$ cat src/logic/bstenc_consts.svh
// constants for the boot status reply encoder
`ifndef BSTENC_CONSTS_SVH
`define BSTENC_CONSTS_SVH
`define BSTENC_REPLY_OK        8'h00
`define BSTENC_REPLY_ERR       8'h80
`define BSTENC_ST_OK           8'h00
`define BSTENC_ST_UNSUP        8'hC0
`define BSTENC_ST_PACKET       8'hC1
`define BSTENC_ST_CHECKSUM     8'hC2
`define BSTENC_ST_PARAM        8'hD0
`define BSTENC_ST_ADDRESS      8'hD2
`define BSTENC_ST_CERT         8'hD3
`define BSTENC_ST_ACCEPT       8'hD5
`define BSTENC_ST_LC_UNMATCH   8'hD6
`define BSTENC_ST_HARDWARE     8'hD7
`define BSTENC_ST_PROTECT      8'hDA
`define BSTENC_ST_TRUSTED      8'hDB
`define BSTENC_ST_BOOTVER      8'hDC
`define BSTENC_ST_SECURE       8'hE4
`define BSTENC_ST_FLASH        8'hE5
`define BSTENC_ST_FLASH_INIT   8'hE7
`define BSTENC_ST_VERIFY       8'hE8
`define BSTENC_UNUSED_WORD     32'hFFFF_FFFF
`define BSTENC_TRUST_MANIFEST  32'hAAAA_0100
`define BSTENC_TRUST_CRYPTO    32'hAAAA_0200
`define BSTENC_TRUST_CRC       32'hAAAA_0300
`define BSTENC_LC_MAKER_DEV    8'h04
`define BSTENC_LC_LOCKED_BOOT  8'h06
`define BSTENC_LC_RET_REQ      8'h07
`define BSTENC_LC_RET_ACK      8'h08
`define BSTENC_LC_RETURNED     8'h09
`define BSTENC_START_BYTE      8'h81
`define BSTENC_END_BYTE        8'h03
`define BSTENC_STATUS_LEN      16'h000A
`define BSTENC_LAST_DATA       4'hA
`endif

$ cat src/logic/bstenc_pkg.sv
// types for the boot status reply encoder
package bstenc_pkg;
  typedef enum logic [4:0] {
    BSTENC_F_NONE      = 5'd0,
    BSTENC_F_UNSUP     = 5'd1,
    BSTENC_F_PACKET    = 5'd2,
    BSTENC_F_CHECKSUM  = 5'd3,
    BSTENC_F_PARAM     = 5'd4,
    BSTENC_F_ADDRESS   = 5'd5,
    BSTENC_F_CERT      = 5'd6,
    BSTENC_F_ACCEPT    = 5'd7,
    BSTENC_F_LC_UNMATCH = 5'd8,
    BSTENC_F_HARDWARE  = 5'd9,
    BSTENC_F_PROTECT   = 5'd10,
    BSTENC_F_TRUSTED   = 5'd11,
    BSTENC_F_BOOTVER   = 5'd12,
    BSTENC_F_SECURE    = 5'd13,
    BSTENC_F_FLASH     = 5'd14,
    BSTENC_F_VERIFY    = 5'd15,
    BSTENC_F_FLASH_INIT = 5'd16
  } bstenc_fail_t;

  typedef enum logic [1:0] {
    BSTENC_T_MANIFEST = 2'd0,
    BSTENC_T_CRYPTO   = 2'd1,
    BSTENC_T_CRC      = 2'd2
  } bstenc_trust_t;

  typedef enum logic [2:0] {
    BSTENC_LC_MAKER_DEV   = 3'd0,
    BSTENC_LC_LOCKED_BOOT = 3'd1,
    BSTENC_LC_RET_REQ     = 3'd2,
    BSTENC_LC_RET_ACK     = 3'd3,
    BSTENC_LC_RETURNED    = 3'd4
  } bstenc_lc_t;

  typedef struct packed {
    logic [7:0]    command_code;
    bstenc_fail_t  fail_class;
    bstenc_trust_t trust_class;
    logic [7:0]    trust_sub;
    logic          seq_locked;
    logic [31:0]   flash_sequencer_flags;
    logic [31:0]   seq_start_addr;
  } bstenc_req_t;

  typedef struct packed {
    logic [7:0]  reply_code;
    logic [7:0]  outcome_code;
    logic [31:0] outcome_details;
    logic [31:0] fail_addr;
  } bstenc_status_t;
endpackage

$ cat src/logic/bstenc_top.sv
// boot status reply encoder: builds and streams the status reply frame
`timescale 1ns/1ns
`include "bstenc_consts.svh"

module bstenc_top (
  input  wire logic                  clk_i,
  input  wire logic                  sys_rst_i,
  input  wire logic                  req_valid_i,
  output logic                       req_ready_o,
  input  wire bstenc_pkg::bstenc_req_t req_i,
  input  wire bstenc_pkg::bstenc_lc_t  lc_i,
  output logic [7:0]                 lifecycle_state_o,
  output logic                       tx_valid_o,
  input  wire logic                  tx_ready_i,
  output logic [7:0]                 tx_data_o,
  output logic                       tx_last_o,
  output bstenc_pkg::bstenc_status_t status_o,
  output logic                       flash_flags_clear_o
);
  import bstenc_pkg::*;

  typedef enum logic [1:0] {
    BSTENC_S_IDLE = 2'b01,
    BSTENC_S_SEND = 2'b10
  } bstenc_state_t;

  bstenc_state_t  state;
  bstenc_status_t held;
  logic [3:0]     idx;
  logic [7:0]     sum;
  logic [7:0]     next_sum;
  logic [7:0]     next_outcome;
  logic           take;
  logic           byte_done;

  function automatic logic [7:0] outcome_of(input bstenc_fail_t f, input logic locked);
    logic [7:0] v;
    v = `BSTENC_ST_OK;
    unique case (f)
      BSTENC_F_UNSUP:      v = `BSTENC_ST_UNSUP;
      BSTENC_F_PACKET:     v = `BSTENC_ST_PACKET;
      BSTENC_F_CHECKSUM:   v = `BSTENC_ST_CHECKSUM;
      BSTENC_F_PARAM:      v = `BSTENC_ST_PARAM;
      BSTENC_F_ADDRESS:    v = `BSTENC_ST_ADDRESS;
      BSTENC_F_CERT:       v = `BSTENC_ST_CERT;
      BSTENC_F_ACCEPT:     v = `BSTENC_ST_ACCEPT;
      BSTENC_F_LC_UNMATCH: v = `BSTENC_ST_LC_UNMATCH;
      BSTENC_F_HARDWARE:   v = `BSTENC_ST_HARDWARE;
      BSTENC_F_PROTECT:    v = `BSTENC_ST_PROTECT;
      BSTENC_F_TRUSTED:    v = `BSTENC_ST_TRUSTED;
      BSTENC_F_BOOTVER:    v = `BSTENC_ST_BOOTVER;
      BSTENC_F_SECURE:     v = `BSTENC_ST_SECURE;
      BSTENC_F_FLASH:      v = `BSTENC_ST_FLASH;
      BSTENC_F_VERIFY:     v = `BSTENC_ST_VERIFY;
      BSTENC_F_FLASH_INIT: v = `BSTENC_ST_FLASH_INIT;
      default:             v = `BSTENC_ST_OK;
    endcase
    // a command lock outranks whatever class the procedure reported
    if (locked) begin
      v = `BSTENC_ST_FLASH;
    end
    return v;
  endfunction

  function automatic logic [31:0] trust_word(input bstenc_trust_t t, input logic [7:0] sub);
    logic [31:0] w;
    unique case (t)
      BSTENC_T_CRYPTO: w = `BSTENC_TRUST_CRYPTO;
      BSTENC_T_CRC:    w = `BSTENC_TRUST_CRC;
      default:         w = `BSTENC_TRUST_MANIFEST;
    endcase
    return {w[31:8], sub};
  endfunction

  assign take         = (state == BSTENC_S_IDLE) && req_valid_i;
  assign req_ready_o  = (state == BSTENC_S_IDLE);
  assign byte_done    = (state == BSTENC_S_SEND) && tx_ready_i;
  assign next_outcome = outcome_of(req_i.fail_class, req_i.seq_locked);

  always_ff @(posedge clk_i or posedge sys_rst_i) begin
    if (sys_rst_i) begin
      state <= BSTENC_S_IDLE;
    end else if (take) begin
      state <= BSTENC_S_SEND;
    end else if (byte_done && tx_last_o) begin
      state <= BSTENC_S_IDLE;
    end
  end

  // held contents stay frozen for the whole frame
  always_ff @(posedge clk_i or posedge sys_rst_i) begin
    if (sys_rst_i) begin
      held <= '0;
    end else if (take) begin
      held.outcome_code <= next_outcome;
      if (next_outcome != `BSTENC_ST_OK) begin
        held.reply_code <= req_i.command_code + `BSTENC_REPLY_ERR;
      end else begin
        held.reply_code <= req_i.command_code + `BSTENC_REPLY_OK;
      end
      if (next_outcome == `BSTENC_ST_FLASH) begin
        held.outcome_details <= req_i.flash_sequencer_flags;
        held.fail_addr       <= req_i.seq_start_addr;
      end else if (next_outcome == `BSTENC_ST_TRUSTED) begin
        held.outcome_details <= trust_word(req_i.trust_class, req_i.trust_sub);
        held.fail_addr       <= `BSTENC_UNUSED_WORD;
      end else begin
        held.outcome_details <= `BSTENC_UNUSED_WORD;
        held.fail_addr       <= `BSTENC_UNUSED_WORD;
      end
    end
  end

  assign status_o = held;

  // byte index: 0 start, 1-2 length, 3 reply, 4-12 data, 13 sum, 14 end
  always_ff @(posedge clk_i or posedge sys_rst_i) begin
    if (sys_rst_i) begin
      idx <= 4'h0;
    end else if (take) begin
      idx <= 4'h0;
    end else if (byte_done) begin
      idx <= idx + 4'h1;
    end
  end

  function automatic logic [7:0] frame_byte(input logic [3:0] i, input bstenc_status_t h, input logic [7:0] s);
    logic [7:0] b;
    b = `BSTENC_END_BYTE;
    unique case (i)
      4'd0:  b = `BSTENC_START_BYTE;
      4'd1:  b = 8'(`BSTENC_STATUS_LEN >> 8);
      4'd2:  b = 8'(`BSTENC_STATUS_LEN);
      4'd3:  b = h.reply_code;
      4'd4:  b = h.outcome_code;
      4'd5:  b = h.outcome_details[31:24];
      4'd6:  b = h.outcome_details[23:16];
      4'd7:  b = h.outcome_details[15:8];
      4'd8:  b = h.outcome_details[7:0];
      4'd9:  b = h.fail_addr[31:24];
      4'd10: b = h.fail_addr[23:16];
      4'd11: b = h.fail_addr[15:8];
      4'd12: b = h.fail_addr[7:0];
      4'd13: b = 8'h00 - s;
      default: b = `BSTENC_END_BYTE;
    endcase
    return b;
  endfunction

  // output byte is a register; the next one is loaded as the current one is taken
  always_ff @(posedge clk_i or posedge sys_rst_i) begin
    if (sys_rst_i) begin
      tx_data_o <= 8'h00;
    end else if (take) begin
      tx_data_o <= `BSTENC_START_BYTE;
    end else if (byte_done) begin
      tx_data_o <= frame_byte(idx + 4'h1, held, next_sum);
    end
  end

  assign tx_valid_o = (state == BSTENC_S_SEND);
  assign tx_last_o  = (idx == 4'd14);

  // running sum over length, reply and data bytes only
  // the sum byte is loaded from the updated sum so the last data byte is counted
  assign next_sum = (byte_done && idx >= 4'd1 && idx <= 4'd12) ? sum + tx_data_o : sum;

  always_ff @(posedge clk_i or posedge sys_rst_i) begin
    if (sys_rst_i) begin
      sum <= 8'h00;
    end else if (take) begin
      sum <= 8'h00;
    end else begin
      sum <= next_sum;
    end
  end

  // flags are cleared only once the whole frame has left
  always_ff @(posedge clk_i or posedge sys_rst_i) begin
    if (sys_rst_i) begin
      flash_flags_clear_o <= 1'b0;
    end else begin
      flash_flags_clear_o <= byte_done && tx_last_o;
    end
  end

  always_ff @(posedge clk_i or posedge sys_rst_i) begin
    if (sys_rst_i) begin
      lifecycle_state_o <= `BSTENC_LC_MAKER_DEV;
    end else begin
      unique case (lc_i)
        BSTENC_LC_LOCKED_BOOT: lifecycle_state_o <= `BSTENC_LC_LOCKED_BOOT;
        BSTENC_LC_RET_REQ:     lifecycle_state_o <= `BSTENC_LC_RET_REQ;
        BSTENC_LC_RET_ACK:     lifecycle_state_o <= `BSTENC_LC_RET_ACK;
        BSTENC_LC_RETURNED:    lifecycle_state_o <= `BSTENC_LC_RETURNED;
        default:               lifecycle_state_o <= `BSTENC_LC_MAKER_DEV;
      endcase
    end
  end
endmodule // bstenc_top

$ cat config.mk
export PLATFORM = sky130hd
export DESIGN_NAME = bstenc_top
export DESIGN_NICKNAME = d
export VERILOG_FILES = /design/src/logic/bstenc_pkg.sv /design/src/logic/bstenc_top.sv
export VERILOG_INCLUDE_DIRS = /design/src /design/src/logic
export SDC_FILE = /design/constraint.sdc
export NUM_CORES = 1
export LEC_CHECK = 0
export BUFFER_PORTS_ARGS = -buffer_cell sky130_fd_sc_hd__buf_2
export CAP_MARGIN = 15
export CORE_ASPECT_RATIO = 0.8
export CORE_MARGIN = 2
export CORE_UTILIZATION = 55
export CTS_CLUSTER_SIZE = 8
export DETAILED_ROUTE_END_ITERATION = 10
export PLACE_DENSITY = 0.86
export SYNTH_ARGS = -nofsm -noshare
export SYNTH_HDL_FRONTEND = slang
export SYNTH_SLANG_ARGS = --single-unit
export TNS_END_PERCENT = 10
$ cat constraint.sdc
create_clock -name clk_i -period 5.84 [get_ports clk_i]
set_input_delay 0.876 -clock clk_i [delete_from_list [all_inputs] [get_ports clk_i]]
set_output_delay 0.876 -clock clk_i [all_outputs]
set_load 0.005 [all_outputs]
# Yosys cells after proc, flatten, opt, wreduce, memory -nomap -nowiden
# Memory sizes are Yosys's and may differ from the RTL's.
# Cells that the tools add are included.
# word_totals
wordCells,65
output_inout_bits,100
reg_bits,111
mem_bits_ro,256
n_memories,1
in_bits,95
# memory_table
name,depth,word_bits,rd,rd_clocked_by_memory_dff,write_ports,line_no,rtl
(name not given),32,8,1,0,0,bstenc_top.sv:39,unique case (f)
# op_classes
n_eq_ne,24
n_reduce_logical,9
n_mux,15
magnitude_cmp,2
add_sub_neg,4
# ops
operator,n
2-to-1 mux 64 bit,2
one-hot mux 8 bit (14 select lines),1
2-to-1 mux 8 bit,6
equality test 4 bit (second input constant),7
one-hot mux 10 bit (2 select lines),1
equality test 4 x 3 -> 1 bit (second input constant),4
equality test 8 bit (second input constant),2
one-hot mux 4 bit (4 select lines),1
adder 8 bit,1
adder 8 bit (second input constant),1
equality test 4 x 2 -> 1 bit (second input constant),2
2-to-1 mux 4 bit,2
nonzero test 8 bit,1
subtractor 1 x 8 -> 8 bit (first input constant),1
equality test 3 x 2 -> 1 bit (second input constant),2
logical AND 1 bit,5
adder 4 x 1 -> 4 bit (second input constant),1
equality test 2 x 1 -> 1 bit (second input constant),2
equality test 2 bit (second input constant),2
equality test 4 x 1 -> 1 bit (second input constant),1
>= comparator 4 x 1 -> 1 bit (second input constant),1
less-or-equal comparator 4 bit (second input constant),1
logical NOT 4 bit,1
2-to-1 mux 2 bit,2
3 further kinds,4

# Longest topological paths before layout
# depth
ltp_word,9
mapped_depth,14
depth_no_buf,12

# Least setup slack after synthesis
# Ideal clock, no wire load.
# synth_path
path_type,register to register
start,register idx[1]
end,register tx_data_o[1]
t_required_ns,5.706
period_less_slack_ns,3.113
path_buffers,2
path_slack_ns,2.727
stages_incl_launch_ff,15
setup_ns,0.134
t_arrival_ns,2.980
path_cell_list,dfrtp_1 inv_1 ha_1 clkbuf_2 or4b_4 nand3_1 buf_6 mux2i_1 ha_1 a22o_1 nand3_1 o311ai_0 a21boi_0 a221oi_1 a31oi_1
# synth_via
elab_chain_cells,8
word_cells_on_any_way,24
cone_classes,add/sub: 2; order compare: 2; eq/ne: 13; mux: 4; reduce/logical: 3
# synth_lines
item,line_no,rtl
"start, declared",bstenc_top.sv:29,logic [3:0] idx;
"start signal, assigned",bstenc_top.sv:123,idx <= idx + 4'h1;
>= comparator 4 x 1 -> 1 bit,bstenc_top.sv:166,assign next_sum = (byte_done && idx >= 4'd1 && idx <= 4'd12) ? sum + tx_data_o : sum;
logical AND 1 bit (2 in series),bstenc_top.sv:166,
2-to-1 mux 8 bit,bstenc_top.sv:166,
subtractor 1 x 8 -> 8 bit,bstenc_top.sv:144,4'd13: b = 8'h00 - s;
one-hot mux 8 bit (14 select lines) (*),bstenc_top.sv:130,unique case (i)
2-to-1 mux 8 bit (*),bstenc_top.sv:156,end else if (byte_done) begin
2-to-1 mux 8 bit (*),bstenc_top.sv:154,end else if (take) begin
"end signal, assigned",bstenc_top.sv:155,tx_data_o <= `BSTENC_START_BYTE;
"end signal, assigned",bstenc_top.sv:157,"tx_data_o <= frame_byte(idx + 4'h1, held, next_sum);"
"end, declared",bstenc_top.sv:15,"output logic [7:0] tx_data_o,"
# Every way passes the cells marked *; elsewhere a longest branch is shown, timed or not. The select of a mux whose other input is x is not followed.
# A chain may end at the register's enable or synchronous reset.

# Worst setup path after layout
# layout_path
start,register idx[0]
end,register tx_data_o[1]
# Same word-level chain as after synthesis.

==> out/qor.yml <==
ys_seq_area_frac: 0.4442
final_common_cell: "buf_2"
rsz0062_at_grt: "false"
crit_fanout: 12
required_ns: 6.07
clock_skew_ns: 0.01087
fin_tns_setup_ns: 0
ys_warn_count: 0
cts_tree: "built"
grt_use_met3: 0.09390
drc: 0
grt_usage: 0.3384
gp_congestion: 0.9729
final_cell_mix: "190 x buf_2, 104 x dfrtp_1, 78 x nand2_1"
clock_path_buffers: 2
rr_worst_depth: 12
crit_start: "idx[0]$_DFFE_PP0P_"
powerDensity_mw_per_mm2: 507.6
grt_util_met1: 0.4909
grt_pass1_wl_um: 30710
htree_levels: 3
diodes: 0
syn_area_per_cell_um2: 9.517
n_fill_cell: 895
clkTransAtPathRegs_ns: 0.07
ir_drop_mv: 0.2786
final_layout_size_suffix_gt1_frac: 0.2918
crit_type: "register to register"
fin_cells: 939
r2r_end: "tx_data_o[1]$_DFFE_PP0P_"
antenna_found_initial: 0
async_reset_ff_frac: 1.000
gr-usage-met2: 0.4911
busiest_layer: "met2"
maxSlewHeadroom: 0.4053
firstDrtPassIters: 6
port-buffer-count: 190
post-dp-hpwl_um: 14600
initialDrtViolationCount: 550
gr-total-overflow: 0
cts-root-buf: "clkbuf_16"
postCtsResizedCells: 0
core.rowCount: 34
num_vias: 5968
routed_wl_um: 19490
die_h_um: 97.24
tightest_slew_ns: 0.8920
dieArea_mm2: 0.01172
end_kind: "register"
hold_ws_ns: 0.5401
postCtsSetupRepairBufs: 0
routed_via_density: 6.356
synthesis.area_mm2: 0.005977
synth_ff_type: "dfrtp_1"
cts_buffers: 9
avgRoutedWirePerCell_um: 20.76
antenna_left: 0
outcome: "completed"
initial_core_util: 0.5575
synth_cells: 628
rrSetupSlack_ns: 1.89
dp.cells: 923
start_kind: "register"
synth_edf_count: 0
finalCriticalPeriod_ns: 3.954
final_max_slew_viol_count: 0
crit_arrival_ns: 4.18
yosys_register_bits: 106
regToRegStartpoint: "idx[0]$_DFFE_PP0P_"
fmax_mhz: 252.9
hold_buffers: 0
core_mm2: 0.01072
period_share: 0.6770
yosysUniqueCellTypes: 75
nNetsFinal: 904
crit_end: "tx_data_o[1]$_DFFE_PP0P_"
grt_pass1_vias: 5612
io_pins: 195
drv_cap: 0
finalSetupViolations: 0
syn2layout_area_growth_pct: 20.60
hp-class: "register to register"
cts.sinks: 106
p_leak_nw: 3.557
clkLatencyLatePin_ns: 0.35
hold_violations: 0
die_x_um: 120.6
grt_max_degree: 73
## registers in the layout, indices dropped and copies added, names as in the netlist
register	flops
idx	4
flash_flags_clear_o	1
state	2
sum	8
lifecycle_state_o	4
status_o	79
tx_data_o	8
## layer usage
metal,vias up,share of wire
li1,2647,-
met3,36,0.11
met1,2915,0.43
met5,-,0
met2,370,0.44
met4,0,0.022
## worst max-delay path: stages (launching register included)
cell and delay (ns):
dfrtp_1 0.49, inv_1 0.20, ha_1 0.41, or4b_4 0.51, nand3_1 0.44, mux2i_1 0.36
ha_1 0.30, a22o_1 0.22, nand3_1 0.08, o311ai_0 0.17, a21boi_0 0.21, a221oi_1 0.31
a31oi_1 0.13
## cell usage after synthesis (5+ instances only)
| library cell | n | share of area |
|---|---|---|
| xnor2_1 | 7 | 0.010 |
| a221o_1 | 5 | 0.0084 |
| nor2_1 | 28 | 0.018 |
| a31oi_1 | 8 | 0.0084 |
| a22oi_1 | 10 | 0.013 |
| clkbuf_1 | 25 | 0.016 |
| buf_2 | 10 | 0.0084 |
| nand2b_1 | 5 | 0.0052 |
| nand3b_1 | 5 | 0.0063 |
| buf_4 | 6 | 0.0075 |
| o22ai_1 | 12 | 0.013 |
| a21oi_1 | 17 | 0.014 |
| ha_1 | 18 | 0.038 |
| nand3_1 | 19 | 0.016 |
| nor3_1 | 7 | 0.0059 |
| inv_1 | 18 | 0.011 |
| dfrtp_1 | 104 | 0.44 |
| nand2_1 | 79 | 0.050 |
| nor2b_1 | 13 | 0.014 |
| nand4_1 | 7 | 0.0073 |
| xor2_1 | 6 | 0.0088 |
| mux2i_1 | 7 | 0.012 |
| o22a_1 | 41 | 0.060 |
| and3_1 | 6 | 0.0063 |
| o21ai_0 | 61 | 0.051 |
| a22o_1 | 11 | 0.016 |
| a222oi_1 | 5 | 0.0084 |
## through the flow
step / worst slack [ns] / cell area [um2] / power (mW) / util
final: 1.886 / 7208 / 3.659 / 0.6724
after global routing: 1.694 / 7208 / 3.881 / 0.6724
after CTS: 2.009 / 7208 / 3.619 / 0.6724
after detailed placement: 2.024 / 6928 / 3.034 / 0.6462
after global placement: 2.304 / 6928 / 3.000 / 0.6462
after floorplan: 2.178 / 5988 / 2.383 / -
## cell families (layout without fill, tap and decap cells)
| group | Yosys count | in the layout | share of synthesized area |
|---|---|---|---|
| buf+inv | 65 | 229 | 0.05066 |
| mux | 12 | 12 | 0.02344 |
| compound gates | 221 | 221 | 0.2644 |
| flops | 106 | 106 | 0.4442 |
| fa+ha+maj | 19 | 19 | 0.04103 |
| other cells | 1 | 4 | 0.0006274 |
| xor+xnor | 13 | 13 | 0.01905 |
| simple gates | 191 | 191 | 0.1566 |
## layout make-up
class | count | area (um2) | area share
tap | 144 | 180.2 | 0.02500
sequential | 106 | 2655 | 0.3683
clock buffer | 10 | 229.0 | 0.03177
timing repair buffer | 195 | 988.4 | 0.1371
inverter | 18 | 70.07 | 0.009721
clock inverter | 6 | 51.30 | 0.007117
multi-input combinational | 460 | 3034 | 0.4209
## worst min path at each step
stage	start	end	slack (ns)	depth (start not counted)
after floorplan	status_o[72]$_DFFE_PP0P_	status_o[72]$_DFFE_PP0P_	0.49	2
after global placement	status_o[64]$_DFFE_PP0P_	status_o[64]$_DFFE_PP0P_	0.50	2
after detailed placement	status_o[64]$_DFFE_PP0P_	status_o[64]$_DFFE_PP0P_	0.51	2
after CTS	status_o[64]$_DFFE_PP0P_	status_o[64]$_DFFE_PP0P_	0.53	2
after global routing	status_o[64]$_DFFE_PP0P_	status_o[64]$_DFFE_PP0P_	0.55	2
final	status_o[64]$_DFFE_PP0P_	status_o[64]$_DFFE_PP0P_	0.54	2
## report_power, final
group          switching [mW]  internal [mW]  total, mW
Sequential              0.379           1.01       1.38
Combinational           0.960          0.736       1.70
Clock                   0.282          0.296      0.578
Note: power is estimated with default switching activity, not from simulation.
